--- src/core/query_resp_pkg.sv ---
// Constants shared by the query responder files
package query_resp_pkg;

    // Bus and array geometry
    localparam int DATA_W = 16;
    localparam int BYTE_W = 8;
    localparam int ADDR_W = 26;
    localparam int PART_CNT = 8;
    localparam int PART_W = 3;
    localparam int BLOCK_OFS_W = 17;
    localparam int DB_OFS_W = 9;

    // Command codes on the data bus
    localparam logic [DATA_W-1:0] CMD_QUERY = 16'h0098;
    localparam logic [DATA_W-1:0] CMD_READ_ARRAY = 16'h00FF;

    // Mode after reset: normal array reads
    localparam logic MODE_QUERY_RESET = 1'b0;
    localparam logic WE_N_RESET = 1'b1;
    localparam logic [DATA_W-1:0] DATA_RESET = 16'h0000;
    localparam logic OE_RESET = 1'b0;

    // Fixed fills
    localparam logic [BYTE_W-1:0] BYTE_ZERO = 8'h00;
    localparam logic [BYTE_W-1:0] UPPER_BYTE = 8'h00;

    // Block state word
    localparam logic [BLOCK_OFS_W-1:0] OFS_BLOCK_STATE = 17'h00002;
    localparam int BSW_LOCKED_BIT = 0;
    localparam int BSW_LOCKDOWN_BIT = 1;

    // Query database offsets (word addresses)
    localparam logic [DB_OFS_W-1:0] OFS_SIG_Q = 9'h010;
    localparam logic [DB_OFS_W-1:0] OFS_SIG_R = 9'h011;
    localparam logic [DB_OFS_W-1:0] OFS_SIG_Y = 9'h012;
    localparam logic [DB_OFS_W-1:0] OFS_PSET_LO = 9'h013;
    localparam logic [DB_OFS_W-1:0] OFS_PSET_HI = 9'h014;
    localparam logic [DB_OFS_W-1:0] OFS_PTAB_LO = 9'h015;
    localparam logic [DB_OFS_W-1:0] OFS_PTAB_HI = 9'h016;
    localparam logic [DB_OFS_W-1:0] OFS_ASET_LO = 9'h017;
    localparam logic [DB_OFS_W-1:0] OFS_ASET_HI = 9'h018;
    localparam logic [DB_OFS_W-1:0] OFS_STAB_LO = 9'h019;
    localparam logic [DB_OFS_W-1:0] OFS_STAB_HI = 9'h01A;
    localparam logic [DB_OFS_W-1:0] OFS_VCC_MIN = 9'h01B;
    localparam logic [DB_OFS_W-1:0] OFS_VCC_MAX = 9'h01C;
    localparam logic [DB_OFS_W-1:0] OFS_VPP_MIN = 9'h01D;
    localparam logic [DB_OFS_W-1:0] OFS_VPP_MAX = 9'h01E;
    localparam logic [DB_OFS_W-1:0] OFS_TYP_WORD = 9'h01F;
    localparam logic [DB_OFS_W-1:0] OFS_TYP_BUF = 9'h020;
    localparam logic [DB_OFS_W-1:0] OFS_TYP_BLK = 9'h021;
    localparam logic [DB_OFS_W-1:0] OFS_TYP_CHIP = 9'h022;
    localparam logic [DB_OFS_W-1:0] OFS_MAX_WORD = 9'h023;
    localparam logic [DB_OFS_W-1:0] OFS_MAX_BUF = 9'h024;
    localparam logic [DB_OFS_W-1:0] OFS_MAX_BLK = 9'h025;
    localparam logic [DB_OFS_W-1:0] OFS_MAX_CHIP = 9'h026;
    localparam logic [DB_OFS_W-1:0] OFS_SIZE = 9'h027;
    localparam logic [DB_OFS_W-1:0] OFS_IFW_LO = 9'h028;
    localparam logic [DB_OFS_W-1:0] OFS_IFW_HI = 9'h029;
    localparam logic [DB_OFS_W-1:0] OFS_WBUF_LO = 9'h02A;
    localparam logic [DB_OFS_W-1:0] OFS_WBUF_HI = 9'h02B;
    localparam logic [DB_OFS_W-1:0] OFS_REGION_CNT = 9'h02C;
    localparam logic [DB_OFS_W-1:0] OFS_REGION_B0 = 9'h02D;
    localparam logic [DB_OFS_W-1:0] OFS_REGION_B1 = 9'h02E;
    localparam logic [DB_OFS_W-1:0] OFS_REGION_B2 = 9'h02F;
    localparam logic [DB_OFS_W-1:0] OFS_REGION_B3 = 9'h030;
    localparam logic [DB_OFS_W-1:0] OFS_EXT_P = 9'h10A;
    localparam logic [DB_OFS_W-1:0] OFS_EXT_R = 9'h10B;
    localparam logic [DB_OFS_W-1:0] OFS_EXT_I = 9'h10C;
    localparam logic [DB_OFS_W-1:0] OFS_EXT_MAJOR = 9'h10D;
    localparam logic [DB_OFS_W-1:0] OFS_EXT_MINOR = 9'h10E;
    localparam logic [DB_OFS_W-1:0] OFS_FEAT_B0 = 9'h10F;
    localparam logic [DB_OFS_W-1:0] OFS_FEAT_B1 = 9'h110;
    localparam logic [DB_OFS_W-1:0] OFS_FEAT_B2 = 9'h111;
    localparam logic [DB_OFS_W-1:0] OFS_FEAT_B3 = 9'h112;
    localparam logic [DB_OFS_W-1:0] OFS_SUSPEND = 9'h113;
    localparam logic [DB_OFS_W-1:0] OFS_BSW_MASK_LO = 9'h114;
    localparam logic [DB_OFS_W-1:0] OFS_BSW_MASK_HI = 9'h115;

    // Database byte values
    localparam logic [BYTE_W-1:0] VAL_SIG_Q = 8'h51;
    localparam logic [BYTE_W-1:0] VAL_SIG_R = 8'h52;
    localparam logic [BYTE_W-1:0] VAL_SIG_Y = 8'h59;
    localparam logic [DATA_W-1:0] VAL_PRIMARY_SET_ID = 16'h00A5; // Arbitrary value
    localparam logic [DATA_W-1:0] VAL_PRIMARY_TABLE = 16'h010A;
    localparam logic [DATA_W-1:0] VAL_ALTERNATE_SET_ID = 16'h0000;
    localparam logic [DATA_W-1:0] VAL_SECONDARY_TABLE = 16'h0000;
    localparam logic [BYTE_W-1:0] VAL_VCC_MIN = 8'h17;
    localparam logic [BYTE_W-1:0] VAL_VCC_MAX = 8'h20;
    localparam logic [BYTE_W-1:0] VAL_VPP_MIN = 8'h85;
    localparam logic [BYTE_W-1:0] VAL_VPP_MAX = 8'h95;
    localparam logic [BYTE_W-1:0] VAL_TYP_WORD = 8'h06;
    localparam logic [BYTE_W-1:0] VAL_TYP_BUF_LONG = 8'h0B;
    localparam logic [BYTE_W-1:0] VAL_TYP_BUF_SHORT = 8'h0A;
    localparam logic [BYTE_W-1:0] VAL_TYP_BLK = 8'h0A;
    localparam logic [BYTE_W-1:0] VAL_TYP_CHIP = 8'h00;
    localparam logic [BYTE_W-1:0] VAL_MAX_WORD = 8'h02;
    localparam logic [BYTE_W-1:0] VAL_MAX_BUF_WIDE = 8'h02;
    localparam logic [BYTE_W-1:0] VAL_MAX_BUF_NARROW = 8'h01;
    localparam logic [BYTE_W-1:0] VAL_MAX_BLK = 8'h02;
    localparam logic [BYTE_W-1:0] VAL_MAX_CHIP = 8'h00;
    localparam logic [BYTE_W-1:0] VAL_SIZE_128M = 8'h18;
    localparam logic [BYTE_W-1:0] VAL_SIZE_256M = 8'h19;
    localparam logic [BYTE_W-1:0] VAL_SIZE_512M = 8'h1A;
    localparam logic [BYTE_W-1:0] VAL_SIZE_1G = 8'h1B;
    localparam logic [DATA_W-1:0] VAL_IFW = 16'h0001;
    localparam logic [DATA_W-1:0] VAL_WBUF = 16'h000A;
    localparam logic [BYTE_W-1:0] VAL_REGION_CNT = 8'h01;
    localparam logic [BYTE_W-1:0] VAL_REGION_B0_128M = 8'h3F;
    localparam logic [BYTE_W-1:0] VAL_REGION_B0_256M = 8'h7F;
    localparam logic [BYTE_W-1:0] VAL_REGION_B0_BIG = 8'hFF;
    localparam logic [BYTE_W-1:0] VAL_REGION_B1_1G = 8'h01;
    localparam logic [BYTE_W-1:0] VAL_REGION_B3 = 8'h04;
    localparam logic [BYTE_W-1:0] VAL_EXT_P = 8'h50;
    localparam logic [BYTE_W-1:0] VAL_EXT_I = 8'h49;
    localparam logic [BYTE_W-1:0] VAL_EXT_MAJOR = 8'h31;
    localparam logic [BYTE_W-1:0] VAL_EXT_MINOR = 8'h34;
    localparam logic [BYTE_W-1:0] VAL_FEAT_B0_NONMUX = 8'hE6;
    localparam logic [BYTE_W-1:0] VAL_FEAT_B0_MUX = 8'h66;
    localparam logic [BYTE_W-1:0] VAL_FEAT_B1 = 8'h07;
    localparam logic [BYTE_W-1:0] VAL_SUSPEND = 8'h01;
    localparam logic [BYTE_W-1:0] VAL_BSW_MASK_LO = 8'h33;

    // Density selector
    typedef enum logic [1:0] {DENS_128M, DENS_256M, DENS_512M, DENS_1G} density_t;

endpackage : query_resp_pkg

--- src/core/partition_mode_cell.sv ---
// Query mode flag for one partition
`timescale 1ns/1ns
module partition_mode_cell (
    input wire logic clk,
    input wire logic rst_n,
    input wire logic enter_query,
    input wire logic leave_query,
    output logic query_mode
);
    import query_resp_pkg::*;

    logic mode_r;

    always_ff @(posedge clk) begin
        if (!rst_n) begin
            mode_r <= MODE_QUERY_RESET;
        end else if (enter_query) begin
            mode_r <= 1'b1;
        end else if (leave_query) begin
            mode_r <= 1'b0;
        end
    end

    assign query_mode = mode_r;

endmodule : partition_mode_cell

--- src/core/read_drive_port.sv ---
// Registered read data and output enable for the data bus
`timescale 1ns/1ns
module read_drive_port (
    input wire logic clk,
    input wire logic rst_n,
    input wire logic read_en,
    input wire logic [query_resp_pkg::DATA_W-1:0] read_data,
    output logic [query_resp_pkg::DATA_W-1:0] dq_out,
    output logic dq_oe
);
    import query_resp_pkg::*;

    logic [DATA_W-1:0] data_r;
    logic oe_r;

    always_ff @(posedge clk) begin
        if (!rst_n) begin
            data_r <= DATA_RESET;
        end else if (read_en) begin
            data_r <= read_data;
        end
    end

    always_ff @(posedge clk) begin
        if (!rst_n) begin
            oe_r <= OE_RESET;
        end else begin
            oe_r <= read_en;
        end
    end

    assign dq_out = data_r;
    assign dq_oe = oe_r;

endmodule : read_drive_port

--- src/core/flash_query_table_responder.sv ---
// Query database responder with per-partition query mode
// Operation
// - Query command enters query mode per partition
// - Read-array command leaves query mode
// - Database on low byte, upper byte zero
// - Database starts at word address 10h
// - Offsets 10h-12h return Q, R, Y
// - Multi-byte fields: low byte at lower address
// - Block offset 02h returns block state word
// - Block state bit 0 shows locked
// - Bit 1 shows lock-down; other bits reserved
// - Bit 1 meaning resolved as lock-down
// - Primary set identifier 00A5h, table pointer 010Ah
// - Alternate set identifier reads zero
// - Secondary table pointer reads zero
// - Supply limits 17, 20, 85, 95
// - Typical timeout exponents per field
// - Maximum timeout multipliers per field
// - Device size exponent by density
// - Extended table tag P R I, version 1.4
// - Optional feature bytes by bus variant
// - After-suspend function byte reads 01
// - Block state mask reads 33, 00
`timescale 1ns/1ns
module flash_query_table_responder #(
    parameter query_resp_pkg::density_t DENSITY = query_resp_pkg::DENS_512M,
    parameter bit ADMUX = 1'b0,
    parameter bit NODE_90NM = 1'b0
) (
    input wire logic REF_CLK,
    input wire logic RESETN,
    input wire logic CE_N,
    input wire logic OE_N,
    input wire logic WE_N,
    input wire logic [query_resp_pkg::ADDR_W-1:0] ADDR,
    input wire logic [query_resp_pkg::DATA_W-1:0] DQ_I,
    output logic [query_resp_pkg::DATA_W-1:0] DQ_O,
    output logic DQ_OE,
    input wire logic [query_resp_pkg::DATA_W-1:0] ARRAY_RDATA,
    input wire logic BLOCK_LOCKED,
    input wire logic BLOCK_LOCKDOWN,
    output logic [query_resp_pkg::PART_CNT-1:0] QUERY_MODE
);
    import query_resp_pkg::*;

    logic we_n_r;
    logic write_start;
    logic read_en;
    logic [PART_W-1:0] part_sel;
    logic [BLOCK_OFS_W-1:0] block_ofs;
    logic [DB_OFS_W-1:0] db_ofs;
    logic in_db_window;
    logic [PART_CNT-1:0] part_hit;
    logic [PART_CNT-1:0] query_mode;
    logic [BYTE_W-1:0] db_byte;
    logic [BYTE_W-1:0] block_state_word;
    logic [DATA_W-1:0] read_data;
    logic big_buf;

    // Write strobe: command taken on first cycle of a write
    always_ff @(posedge REF_CLK) begin
        if (!RESETN) begin
            we_n_r <= WE_N_RESET;
        end else begin
            we_n_r <= WE_N;
        end
    end

    assign write_start = !CE_N && !WE_N && we_n_r;
    assign read_en = !CE_N && !OE_N && WE_N;

    // Address split: partition, offset within block, database offset
    assign part_sel = ADDR[ADDR_W-1 -: PART_W];
    assign block_ofs = ADDR[BLOCK_OFS_W-1:0];
    assign db_ofs = block_ofs[DB_OFS_W-1:0];
    assign in_db_window = (block_ofs[BLOCK_OFS_W-1:DB_OFS_W] == '0);

    // Per-partition query mode
    genvar gi;
    generate
        for (gi = 0; gi < PART_CNT; gi++) begin : g_part
            assign part_hit[gi] = (part_sel == PART_W'(gi));
            partition_mode_cell u_mode (
                .clk(REF_CLK),
                .rst_n(RESETN),
                .enter_query(write_start && part_hit[gi] && (DQ_I == CMD_QUERY)),
                .leave_query(write_start && part_hit[gi] && (DQ_I == CMD_READ_ARRAY)),
                .query_mode(query_mode[gi])
            );
        end
    endgenerate

    assign QUERY_MODE = query_mode;

    // Block state word
    always_comb begin
        block_state_word = BYTE_ZERO;
        block_state_word[BSW_LOCKED_BIT] = BLOCK_LOCKED;
        block_state_word[BSW_LOCKDOWN_BIT] = BLOCK_LOCKDOWN;
    end

    assign big_buf = NODE_90NM || (DENSITY == DENS_1G);

    // Query database lookup, one byte per word address
    always_comb begin
        db_byte = BYTE_ZERO;
        case (db_ofs)
            // Identification string
            OFS_SIG_Q: db_byte = VAL_SIG_Q;
            OFS_SIG_R: db_byte = VAL_SIG_R;
            OFS_SIG_Y: db_byte = VAL_SIG_Y;
            // Command set identifiers and table pointers
            OFS_PSET_LO: db_byte = VAL_PRIMARY_SET_ID[BYTE_W-1:0];
            OFS_PSET_HI: db_byte = VAL_PRIMARY_SET_ID[DATA_W-1:BYTE_W];
            OFS_PTAB_LO: db_byte = VAL_PRIMARY_TABLE[BYTE_W-1:0];
            OFS_PTAB_HI: db_byte = VAL_PRIMARY_TABLE[DATA_W-1:BYTE_W];
            OFS_ASET_LO: db_byte = VAL_ALTERNATE_SET_ID[BYTE_W-1:0];
            OFS_ASET_HI: db_byte = VAL_ALTERNATE_SET_ID[DATA_W-1:BYTE_W];
            OFS_STAB_LO: db_byte = VAL_SECONDARY_TABLE[BYTE_W-1:0];
            OFS_STAB_HI: db_byte = VAL_SECONDARY_TABLE[DATA_W-1:BYTE_W];
            // Supply limits
            OFS_VCC_MIN: db_byte = VAL_VCC_MIN;
            OFS_VCC_MAX: db_byte = VAL_VCC_MAX;
            OFS_VPP_MIN: db_byte = VAL_VPP_MIN;
            OFS_VPP_MAX: db_byte = VAL_VPP_MAX;
            // Typical timeouts
            OFS_TYP_WORD: db_byte = VAL_TYP_WORD;
            OFS_TYP_BUF: db_byte = big_buf ? VAL_TYP_BUF_LONG : VAL_TYP_BUF_SHORT;
            OFS_TYP_BLK: db_byte = VAL_TYP_BLK;
            OFS_TYP_CHIP: db_byte = VAL_TYP_CHIP;
            // Maximum timeout multipliers
            OFS_MAX_WORD: db_byte = VAL_MAX_WORD;
            OFS_MAX_BUF: begin
                // Only the 1-Gbit part at the newer node has the short multiplier
                if (!NODE_90NM && (DENSITY == DENS_1G)) begin
                    db_byte = VAL_MAX_BUF_NARROW;
                end else begin
                    db_byte = VAL_MAX_BUF_WIDE;
                end
            end
            OFS_MAX_BLK: db_byte = VAL_MAX_BLK;
            OFS_MAX_CHIP: db_byte = VAL_MAX_CHIP;
            // Geometry
            OFS_SIZE: begin
                case (DENSITY)
                    DENS_128M: db_byte = VAL_SIZE_128M;
                    DENS_256M: db_byte = VAL_SIZE_256M;
                    DENS_512M: db_byte = VAL_SIZE_512M;
                    DENS_1G: db_byte = VAL_SIZE_1G;
                    default: db_byte = BYTE_ZERO;
                endcase
            end
            OFS_IFW_LO: db_byte = VAL_IFW[BYTE_W-1:0];
            OFS_IFW_HI: db_byte = VAL_IFW[DATA_W-1:BYTE_W];
            OFS_WBUF_LO: db_byte = VAL_WBUF[BYTE_W-1:0];
            OFS_WBUF_HI: db_byte = VAL_WBUF[DATA_W-1:BYTE_W];
            OFS_REGION_CNT: db_byte = VAL_REGION_CNT;
            OFS_REGION_B0: begin
                case (DENSITY)
                    DENS_128M: db_byte = VAL_REGION_B0_128M;
                    DENS_256M: db_byte = VAL_REGION_B0_256M;
                    default: db_byte = VAL_REGION_B0_BIG;
                endcase
            end
            OFS_REGION_B1: begin
                db_byte = (DENSITY == DENS_1G) ? VAL_REGION_B1_1G : BYTE_ZERO;
            end
            OFS_REGION_B2: db_byte = BYTE_ZERO;
            OFS_REGION_B3: db_byte = VAL_REGION_B3;
            // Extended table
            OFS_EXT_P: db_byte = VAL_EXT_P;
            OFS_EXT_R: db_byte = VAL_SIG_R;
            OFS_EXT_I: db_byte = VAL_EXT_I;
            OFS_EXT_MAJOR: db_byte = VAL_EXT_MAJOR;
            OFS_EXT_MINOR: db_byte = VAL_EXT_MINOR;
            OFS_FEAT_B0: db_byte = ADMUX ? VAL_FEAT_B0_MUX : VAL_FEAT_B0_NONMUX;
            OFS_FEAT_B1: db_byte = VAL_FEAT_B1;
            OFS_FEAT_B2: db_byte = BYTE_ZERO;
            OFS_FEAT_B3: db_byte = BYTE_ZERO;
            OFS_SUSPEND: db_byte = VAL_SUSPEND;
            OFS_BSW_MASK_LO: db_byte = VAL_BSW_MASK_LO;
            OFS_BSW_MASK_HI: db_byte = BYTE_ZERO;
            default: db_byte = BYTE_ZERO;
        endcase
    end

    // Read data select; reads only steer the output register, never the query mode
    always_comb begin
        read_data = ARRAY_RDATA;
        if (query_mode[part_sel]) begin
            if (block_ofs == OFS_BLOCK_STATE) begin
                read_data = {UPPER_BYTE, block_state_word};
            end else if (in_db_window) begin
                read_data = {UPPER_BYTE, db_byte};
            end else begin
                read_data = {UPPER_BYTE, BYTE_ZERO};
            end
        end
    end

    read_drive_port u_drive (
        .clk(REF_CLK),
        .rst_n(RESETN),
        .read_en(read_en),
        .read_data(read_data),
        .dq_out(DQ_O),
        .dq_oe(DQ_OE)
    );

endmodule : flash_query_table_responder

--- config.mk ---
export PLATFORM = sky130hd
export DESIGN_NAME = flash_query_table_responder
export DESIGN_NICKNAME = d
export VERILOG_FILES = /design/src/core/query_resp_pkg.sv /design/src/core/partition_mode_cell.sv /design/src/core/read_drive_port.sv /design/src/core/flash_query_table_responder.sv
export SDC_FILE = /design/constraint.sdc
export NUM_CORES = 1
export LEC_CHECK = 0
export BUFFER_PORTS_ARGS = -buffer_cell sky130_fd_sc_hd__buf_2
export CORE_AREA = 2 2 55 82
export CTS_CLUSTER_DIAMETER = 40
export CTS_CLUSTER_SIZE = 14
export DETAILED_ROUTE_END_ITERATION = 7
export DIE_AREA = 0 0 57 84
export GPL_TIMING_DRIVEN = 0
export MAX_ROUTING_LAYER = met4
export PLACE_DENSITY = 0.81
export RECOVER_POWER = 100
export SETUP_SLACK_MARGIN = 0.5
export SYNTH_ARGS = -nofsm -noshare
export SYNTH_HDL_FRONTEND = slang
export SYNTH_SLANG_ARGS = --single-unit
--- constraint.sdc ---
create_clock -name REF_CLK -period 4.4 [get_ports REF_CLK]
set_input_delay 0.88 -clock REF_CLK [delete_from_list [all_inputs] [get_ports REF_CLK]]
set_output_delay 0.88 -clock REF_CLK [all_outputs]
set_load 0.01 [all_outputs]
==> flow_summary.ini, run 1 <==
[synthesis]
syn_avg_cell_area_um2 = 7.55
synth_top_flop_cell = dfxtp_1
ys_seq_area_share_pct = 25.4
ys_top_cells_by_count = a21oi_1, dfxtp_1, nand2_1
ys_ff_latch = 26
async_flop_share_pct = 0
synth_top_area_cell = dfxtp_1
synth_cell_types = 58
synth-edff-count = 0
synthesis.area_um2 = 2050
synth_area_leaders = dfxtp_1, a21oi_1, nand2_1, nand3_1, o21ai_0
yosysWarnings = 0
synth.net_count = 336
synth_top_cell_area_share_pct = 25.4
synth_cells = 271

[clocking]
cts.sinks = 26
cts.clk_slew.worst_paths_ns = 0.09
htreeDepth = 1
cts_tree = yes
cts.path.max_buffers = 2
cts_made_buffers = 3
cts_resized = 0
cts_hold_buf = 0
cts_root_buf = clkbuf_8
clk_latency_ns = 0.27
post-cts-setup-buffers = 0

[global_route]
grtUsageTotal_pct = 28.0
grt_overflow = 0
grt_pass1_wl_um = 10600
grt_pass1_vias = 2345
grt_max_degree = 16
antenna_found_initial = 0

[cells_and_area]
instances_no_fill = 403
drive_gt1_share_pct = 23.2
syn_to_final_growth_pct = 24.3
finalNetCount = 423
utilization_pct = 61.5
diodes = 0

[critical_path]
timing.critical_path.arrival_ns = 2.92
cp-start-kind = input pin
crit_type = input pin to flip-flop
worstPathRequired_ns = 4.57
cp_max_fo = 10
cp-end-kind = flip-flop

[route]
dr.pass1.iters = 4
drc = 0
drtIter0Drc = 94
ant_nets = 0
vias_per_cell = 6.05
vias = 2439
drt_wl_total_um = 6390
wire_per_inst_um = 15.9

[floorplanning]
die_h_um = 84
rows = 29
fp.coreArea_um2 = 4140
die-area_um2 = 4790
die_w_um = 57
ios = 90
start_util_pct = 49.5

[sta]
fmax_ghz = 0.363
setup_viol = 0
rsz0062_at_grt = false
setup_tns_ns = 0
hold_ws_ns = 0.456
finClkSkew_ns = 0.00226
period_share_pct = 62.6
slew_headroom_pct = 28.3
slew_violations = 0
hold_viol = 0
period_needed_ns = 2.76
worst_slew_pin_slew_ns = 1.07

[pwr]
p_leak_nw = 0.963
vdd_ir_drop_max_v = 0.000203
power_density_nw_per_um2 = 217

[min_path]
holdCritPathClass = flip-flop to flip-flop

[status]
status = complete, no violations

[place]
dp.cells = 399
dp.final_hpwl_um = 5090
gp_congestion = 1.01
io_buffer_count = 82

[flow_run]
maxCapViolations = 0
## layout make-up
| type | instances | area [um2] |
|---|---|---|
| Clock inverter | 1 | 30.0 |
| Inverter | 5 | 18.8 |
| Fill cell | 417 | 1590 |
| Buffer | 28 | 166 |
| Timing Repair Buffer | 82 | 379 |
| Multi-Input combinational cell | 212 | 1330 |
| Sequential cell | 26 | 520 |
| Tap cell | 46 | 57.6 |
| Clock buffer | 3 | 41.3 |
## per-layer routing
layer	track usage, %	up-vias	routed length [um]
li1	-	1185	-
met4	13.1	0	175
met3	2.33	13	331
met1	28.5	1146	2360
met5	-	-	0
met2	52.0	95	3530
## worst max-delay path: stages
cell	delay, ns
clkbuf_1	0.14
nor3_1	0.89
and4b_1	0.44
nor3_1	0.15
a21o_1	0.18
a32o_1	0.24
## flip-flops by register name, indices dropped and copies added (netlist names)
name                      flops
g_part.u_mode.query_mode      8
u_drive.dq_oe                 1
u_drive.dq_out               16
we_n_r                        1
## cells by family (layout without fill, tap and decap cells)
family / Yosys count / count (layout) / synth area share [%]
XOR/XNOR: 1 / 1 / 0.428
AND/OR/NAND/NOR: 126 / 126 / 36.1
flip-flops: 26 / 26 / 25.4
buffers and inverters: 33 / 119 / 9.05
multiplexers: 4 / 4 / 3.79
AO/OA/AOI/OAI: 81 / 81 / 25.2
## final timing paths
| kind | startpoint | depth (start not counted) | to | slack [ns] |
|---|---|---|---|---|
| worst max-delay path | ADDR[5] | 6 | u_drive.dq_out[1] | 1.64 |
| worst min-delay path | u_drive.dq_out[9] | 2 | u_drive.dq_out[9] | 0.46 |
| worst max register to register | g_part[2].u_mode.query_mode | 6 | u_drive.dq_out[6] | 2.57 |
| worst min register to register | u_drive.dq_out[9] | 2 | u_drive.dq_out[9] | 0.46 |
## report_power, final
part	leakage, nW	total, mW	switching (mW)	internal [mW]
Clock	0.0357	0.196	0.0739	0.122
Combinational	0.716	0.113	0.0659	0.0472
Sequential	0.211	0.245	0.00334	0.241
## placed cells by master (no fill, tap or decap), types with 6 or more instances in the layout
cell type | Yosys | final
o31ai_1 | 7 | 7
nor4_1 | 6 | 6
buf_2 | 3 | 60
clkbuf_1 | 14 | 39
o21ai_0 | 17 | 18
nor2b_1 | 11 | 11
nor3_1 | 5 | 7
nand3_1 | 19 | 19
a21oi_1 | 26 | 26
a211oi_1 | 6 | 6
dfxtp_1 | 26 | 26
nand2_1 | 26 | 26
nor2_1 | 12 | 12
## metrics by stage
stage          worst slack, ns  power (mW)  cell area, um2
2_1_floorplan             2.10       0.310            2050
3_3_place_gp              1.76       0.362            2510
3_5_place_dp              1.73       0.363            2510
4_1_cts                   2.01       0.558            2590
5_1_grt                   1.40       0.575            2540
6_report                  1.64       0.553            2540
(Power assumes the default switching activity.)
==> inputs of run 2 (changes only) <==
--- a/config.mk
+++ b/config.mk
@@ -6,14 +6,14 @@
 export NUM_CORES = 1
 export LEC_CHECK = 0
 export BUFFER_PORTS_ARGS = -buffer_cell sky130_fd_sc_hd__buf_2
-export CORE_AREA = 2 2 55 82
+export CORE_AREA = 2 2 60 90
 export CTS_CLUSTER_DIAMETER = 40
 export CTS_CLUSTER_SIZE = 14
 export DETAILED_ROUTE_END_ITERATION = 7
-export DIE_AREA = 0 0 57 84
+export DIE_AREA = 0 0 62 92
 export GPL_TIMING_DRIVEN = 0
 export MAX_ROUTING_LAYER = met4
-export PLACE_DENSITY = 0.81
+export PLACE_DENSITY = 0.71
 export RECOVER_POWER = 100
 export SETUP_SLACK_MARGIN = 0.5
 export SYNTH_ARGS = -nofsm -noshare
==> constraint.sdc (replaced) <==
create_clock -name REF_CLK -period 2.3 [get_ports REF_CLK]
set_input_delay 0.46 -clock REF_CLK [delete_from_list [all_inputs] [get_ports REF_CLK]]
set_output_delay 0.46 -clock REF_CLK [all_outputs]
set_load 0.01 [all_outputs]
==> run 2 against run 1 <==
Effect of this change:
- sequential power rose by 91%
- wire length rose by 3.1%
- die area rose by 19%
- total power rose by 93%
- worst setup slack got worse by 1.3 ns
- combinational power rose by 100%
- clock power rose by 89%
- highest routed layer unchanged
- clock skew barely moved
==> flow_summary.ini, run 2 (synthesis gave the netlist of run 1 again) <==
[status]
status = complete, no violations

[sta]
period_share_pct = 86.2
worst_slew_pin_slew_ns = 0.542
setup_tns_ns = 0
slew_violations = 0
slew_headroom_pct = 63.7
hold_viol = 0
fmax_ghz = 0.504
period_needed_ns = 1.98
rsz0062_at_grt = true
finClkSkew_ns = 0.00254
setup_viol = 0

[floorplanning]
start_util_pct = 40.9
fp.coreArea_um2 = 5000
die_h_um = 92
die_w_um = 62
rows = 32
die-area_um2 = 5700
ios = 90

[route]
drt_wl_total_um = 6590
dr.pass1.iters = 4
drc = 0
ant_nets = 0
vias_per_cell = 5.73
drtIter0Drc = 148
wire_per_inst_um = 15.4
vias = 2459

[global_route]
grt_pass1_vias = 2336
grtUsageTotal_pct = 24.2
grt_overflow = 0
antenna_found_initial = 0
grt_max_degree = 16
grt_pass1_wl_um = 10500

[cells_and_area]
final_common_cell = buf_2
largest_reg_flops = 16
ff_latch_area_um2 = 520
multiInputGateArea_um2 = 1410
finalNetCount = 427
diodes = 0
final.fill_count = 496
syn_to_final_growth_pct = 31.4
utilization_pct = 53.8
drive_gt1_share_pct = 29.6
most-common-layout-cells = buf_2, clkbuf_1, a21oi_1

[clocking]
cts_hold_buf = 0
cts.clk_slew.worst_paths_ns = 0.09
cts.path.max_buffers = 2
htreeDepth = 1
clk_latency_ns = 0.26
cts.sinks = 26
cts_tree = yes
cts_made_buffers = 3
cts_root_buf = clkbuf_8

[pwr]
p_leak_nw = 1.01
power_density_nw_per_um2 = 397
vdd_ir_drop_max_v = 0.000349
total_power_mw = 1.07

[critical_path]
cpPeakStageDelay_ns = 0.51
timing.critical_path.arrival_ns = 2.19
cp-end-kind = flip-flop
crit_type = flip-flop to flip-flop
worstPathRequired_ns = 2.51
cp.buffers_inverters = 2
cp_cell_sequence = mux4_2 > mux2i_4 > clkbuf_1 > buf_4 > a211oi_1 > nand4b_1 > a32o_1
cp_max_fo = 5
cp_top_family = multiplexers
cp-start-kind = flip-flop
slowest_stage = mux4_2

[place]
gp_congestion = 0.964
dp.final_hpwl_um = 5150
io_buffer_count = 82

[min_path]
holdCritPathClass = input pin to flip-flop

[flow_run]
maxCapViolations = 0
[run 2: metrics by stage]
step | hold slack (ns) | cell area, um2 | setup slack, ns | std cells
finish | 0.440 | 2690 | 0.317 | 429
global route | 0.441 | 2690 | 0.217 | 429
CTS | 0.437 | 2680 | 0.496 | 429
detailed placement | 0.444 | 2550 | 0.0273 | 421
global placement | 0.437 | 2550 | -0.00284 | 421
floorplan | 0.454 | 2060 | 0.438 | 271
[run 2: metal layers]
metal	global-route usage, %	part of all wire [%]
met2	42.4	53
met4	11.7	3.9
met1	25.9	38
met3	1.83	5.3
met5	-	0
[run 2: where the power goes]
| group | internal, mW | switching, mW | total, mW |
|---|---|---|---|
| clock | 0.232 | 0.138 | 0.370 |
| sequential | 0.462 | 0.00599 | 0.468 |
| combinational | 0.0978 | 0.133 | 0.231 |
[run 2: final timing paths]
| kind | to | start | slack [ns] | cells past startpoint |
|---|---|---|---|---|
| hold / removal | u_drive.dq_out[10] | ARRAY_RDATA[10] | 0.44 | 3 |
| setup / recovery | u_drive.dq_out[1] | g_part[6].u_mode.query_mode | 0.32 | 7 |
| hold reg to reg | u_drive.dq_out[15] | u_drive.dq_out[15] | 0.46 | 2 |
| setup reg to reg | u_drive.dq_out[1] | g_part[6].u_mode.query_mode | 0.32 | 7 |
[run 2: repair_timing]
item,CTS,global route
pin swaps,3,3
setup buffers,3,0
gates resized for setup,12,20
setup endpoints to repair,14,18
cloned,1,0
[run 2: final cells by class]
cell class	count	area share (%)
repair buffers	86	15.5
clock inverters	1	1.12
flip-flops and latches	26	19.3
plain buffers	28	6.42
well taps	68	3.16
inverters	5	0.698
clock buffers	3	1.53
multi-input cells	212	52.2
[run 2: worst register-to-register path: stages, from the launching register on]
cell and delay, ns:
dfxtp_1 0.33, mux4_2 0.51, mux2i_4 0.26, clkbuf_1 0.29, buf_4 0.17, a211oi_1 0.04, nand4b_1 0.16, a32o_1 0.17
==> inputs of run 3 (changes only) <==
--- a/config.mk
+++ b/config.mk
@@ -6,16 +6,17 @@
 export NUM_CORES = 1
 export LEC_CHECK = 0
 export BUFFER_PORTS_ARGS = -buffer_cell sky130_fd_sc_hd__buf_2
-export CORE_AREA = 2 2 60 90
+export CORE_AREA = 2 2 61 91
 export CTS_CLUSTER_DIAMETER = 40
 export CTS_CLUSTER_SIZE = 14
 export DETAILED_ROUTE_END_ITERATION = 7
-export DIE_AREA = 0 0 62 92
+export DIE_AREA = 0 0 63 93
 export GPL_TIMING_DRIVEN = 0
 export MAX_ROUTING_LAYER = met4
-export PLACE_DENSITY = 0.71
+export PLACE_DENSITY = 0.72
 export RECOVER_POWER = 100
 export SETUP_SLACK_MARGIN = 0.5
 export SYNTH_ARGS = -nofsm -noshare
 export SYNTH_HDL_FRONTEND = slang
+export SYNTH_HIERARCHICAL = 1
 export SYNTH_SLANG_ARGS = --single-unit
==> run 3 against run 2 <==
Effect of this change:
- cell count rose by 0.70%
- worst setup slack improved by 0.095 ns
- wire length rose by 4.1%
- area after synthesis rose by 5.3%
- hold slack got worse by 0.027 ns
- non-clock buffer count fell by 4
- global-route usage fell by 1.9 points
- final area rose by 13%
- flip-flop and latch count did not move
- maximum frequency rose by 5.0%
- count of clock-buffer cells in the layout rose by 1
==> flow_summary.ini, run 3 <==
[place]
dp.final_hpwl_um = 5070
gp_congestion = 0.918
io_buffer_count = 81

[sta]
period_needed_ns = 1.89
fmax_ghz = 0.530
rsz0062_at_grt = true
slew_headroom_pct = 57.3
period_share_pct = 82.1
worst_slew_pin_slew_ns = 0.640
slew_violations = 0
setup_viol = 0
finClkSkew_ns = 0.00253
hold_viol = 0

[clocking]
cts_root_buf = clkbuf_8
cts.path.max_buffers = 2
clk_latency_ns = 0.27
htreeDepth = 1
cts_tree = yes
cts.sinks = 26
cts_made_buffers = 3
cts.clk_slew.worst_paths_ns = 0.09
cts_hold_buf = 0

[route]
dr.pass1.iters = 4
vias_per_cell = 5.45
ant_nets = 0
drt_wl_total_um = 6860
vias = 2354
drc = 0
wire_per_inst_um = 15.9
drtIter0Drc = 166

[cells_and_area]
final_common_cell = buf_2
final.fill_count = 502
diodes = 0
largest_reg_flops = 16
most-common-layout-cells = buf_2, clkbuf_1, dfxtp_1
syn_to_final_growth_pct = 40.8
utilization_pct = 59.7
drive_gt1_share_pct = 35.7
finalNetCount = 430

[global_route]
top_usage_layer = met2
grt_pass1_vias = 2234
antenna_found_initial = 0
grt_pass1_wl_um = 10400
grt_use_met3_pct = 1.68
grtUsageTotal_pct = 22.4
grt_overflow = 0
met1_usage_pct = 24.4
use_met2_pct = 40.4
grt_max_degree = 18

[synthesis]
ys_top_cells_by_count = nand2_1, dfxtp_1, nor2_1
ys_ff_latch = 26
yosysMostFrequentCell = nand2_1
synth_cell_types = 53
synth_area_leaders = dfxtp_1, mux2i_1, nor2b_1, nor2b_4, nand2_1
syn_avg_cell_area_um2 = 8.04
async_flop_share_pct = 0
yosysWarnings = 6
synth.net_count = 333
synth_top_area_cell = dfxtp_1
synth_top_flop_cell = dfxtp_1
synthesis.area_um2 = 2160
ys_seq_area_share_pct = 24.1
synth-edff-count = 0
synth_cells = 268
synth_top_cell_area_share_pct = 24.1

[pwr]
power_density_nw_per_um2 = 345
p_leak_nw = 1.12
vdd_ir_drop_max_v = 0.000473
total_power_mw = 1.05

[floorplanning]
die_w_um = 63
rows = 32
fp.coreArea_um2 = 5080
ios = 90
die-area_um2 = 5860
start_util_pct = 42.4
die_h_um = 93

[flow_run]
maxCapViolations = 0

[status]
status = complete, no violations

[min_path]
holdPathStages = 2
holdCritPathClass = input pin to flip-flop

[critical_path]
cp_max_fo = 8
crit_type = flip-flop to flip-flop
timing.critical_path.arrival_ns = 2.10
cp-start-kind = flip-flop
cp-end-kind = flip-flop
worstPathRequired_ns = 2.51
ff2ff_path_depth = 8
run 3: cells by family (layout without fill, tap and decap cells):
kind of cell    Yosys count  after routing  share of synthesized area, %
xor+xnor                  1              1                         0.406
mux                      22             22                          11.4
simple gates            153            153                          43.9
compound gates           47             47                          15.4
buf+inv                  19            115                          4.82
flops                    26             26                          24.1
run 3: cell type report:
| type | instances | area, um2 | share of cell area, % |
|---|---|---|---|
| multi-input combinational | 223 | 1730 | 57.1 |
| clock buffer | 4 | 55.1 | 1.81 |
| tap | 68 | 85.1 | 2.80 |
| sequential | 26 | 520 | 17.1 |
| timing repair buffer | 92 | 475 | 15.7 |
| inverter | 1 | 3.75 | 0.124 |
| buffer | 18 | 163 | 5.36 |
run 3: through the flow:
step,area [um2],setup slack (ns),TNS (ns),hold WS (ns),instances
floorplan,2160,0.502,0,0.533,268
global placement,2650,-0.0642,-0.0642,0.494,417
detailed placement,2650,-0.00124,-0.00124,0.504,417
CTS,2780,0.478,0,0.413,426
global route,3040,0.284,0,0.445,432
finish,3040,0.412,0,0.413,432
run 3: path summary, 6_finish.rpt:
| path | start | endpoint | slack (ns) |
|---|---|---|---|
| worst max register to register | g_part[6].u_mode/query_mode | u_drive/dq_out[5] | 0.41 |
| worst min register to register | u_drive/dq_out[3] | u_drive/dq_out[3] | 0.53 |
| worst min-delay path | WE_N | we_n_r | 0.41 |
| worst max-delay path | g_part[6].u_mode/query_mode | u_drive/dq_out[5] | 0.41 |
run 3: report_power, final:
group,total [mW],switching [mW],internal [mW]
clock,0.299,0.146,0.153
combinational,0.281,0.150,0.131
sequential,0.466,0.00548,0.461
run 3: repair_timing:
item                       4_1_cts  5_1_grt
setup endpoints to repair       11       17
pin swaps                        1       20
buffers inserted                 5        5
gates cloned                     0        1
gates resized for setup         14       90
run 3: layer usage:
| layer | up-vias | wire length (um) | part of all wire (%) |
|---|---|---|---|
| li1 | 1155 | - | - |
| met1 | 1087 | 2590 | 38 |
| met2 | 89 | 3690 | 54 |
| met3 | 23 | 277 | 4.0 |
| met4 | 0 | 305 | 4.4 |
| met5 | - | 0 | 0 |
run 3: worst max-delay path, stage by stage, from the launching register on:
cell	delay (ns)
dfxtp_1	0.33
mux4_2	0.48
mux2i_1	0.25
buf_6	0.18
clkbuf_1	0.24
nand2_1	0.08
o21ai_0	0.08
mux2i_1	0.10
nor2b_1	0.10
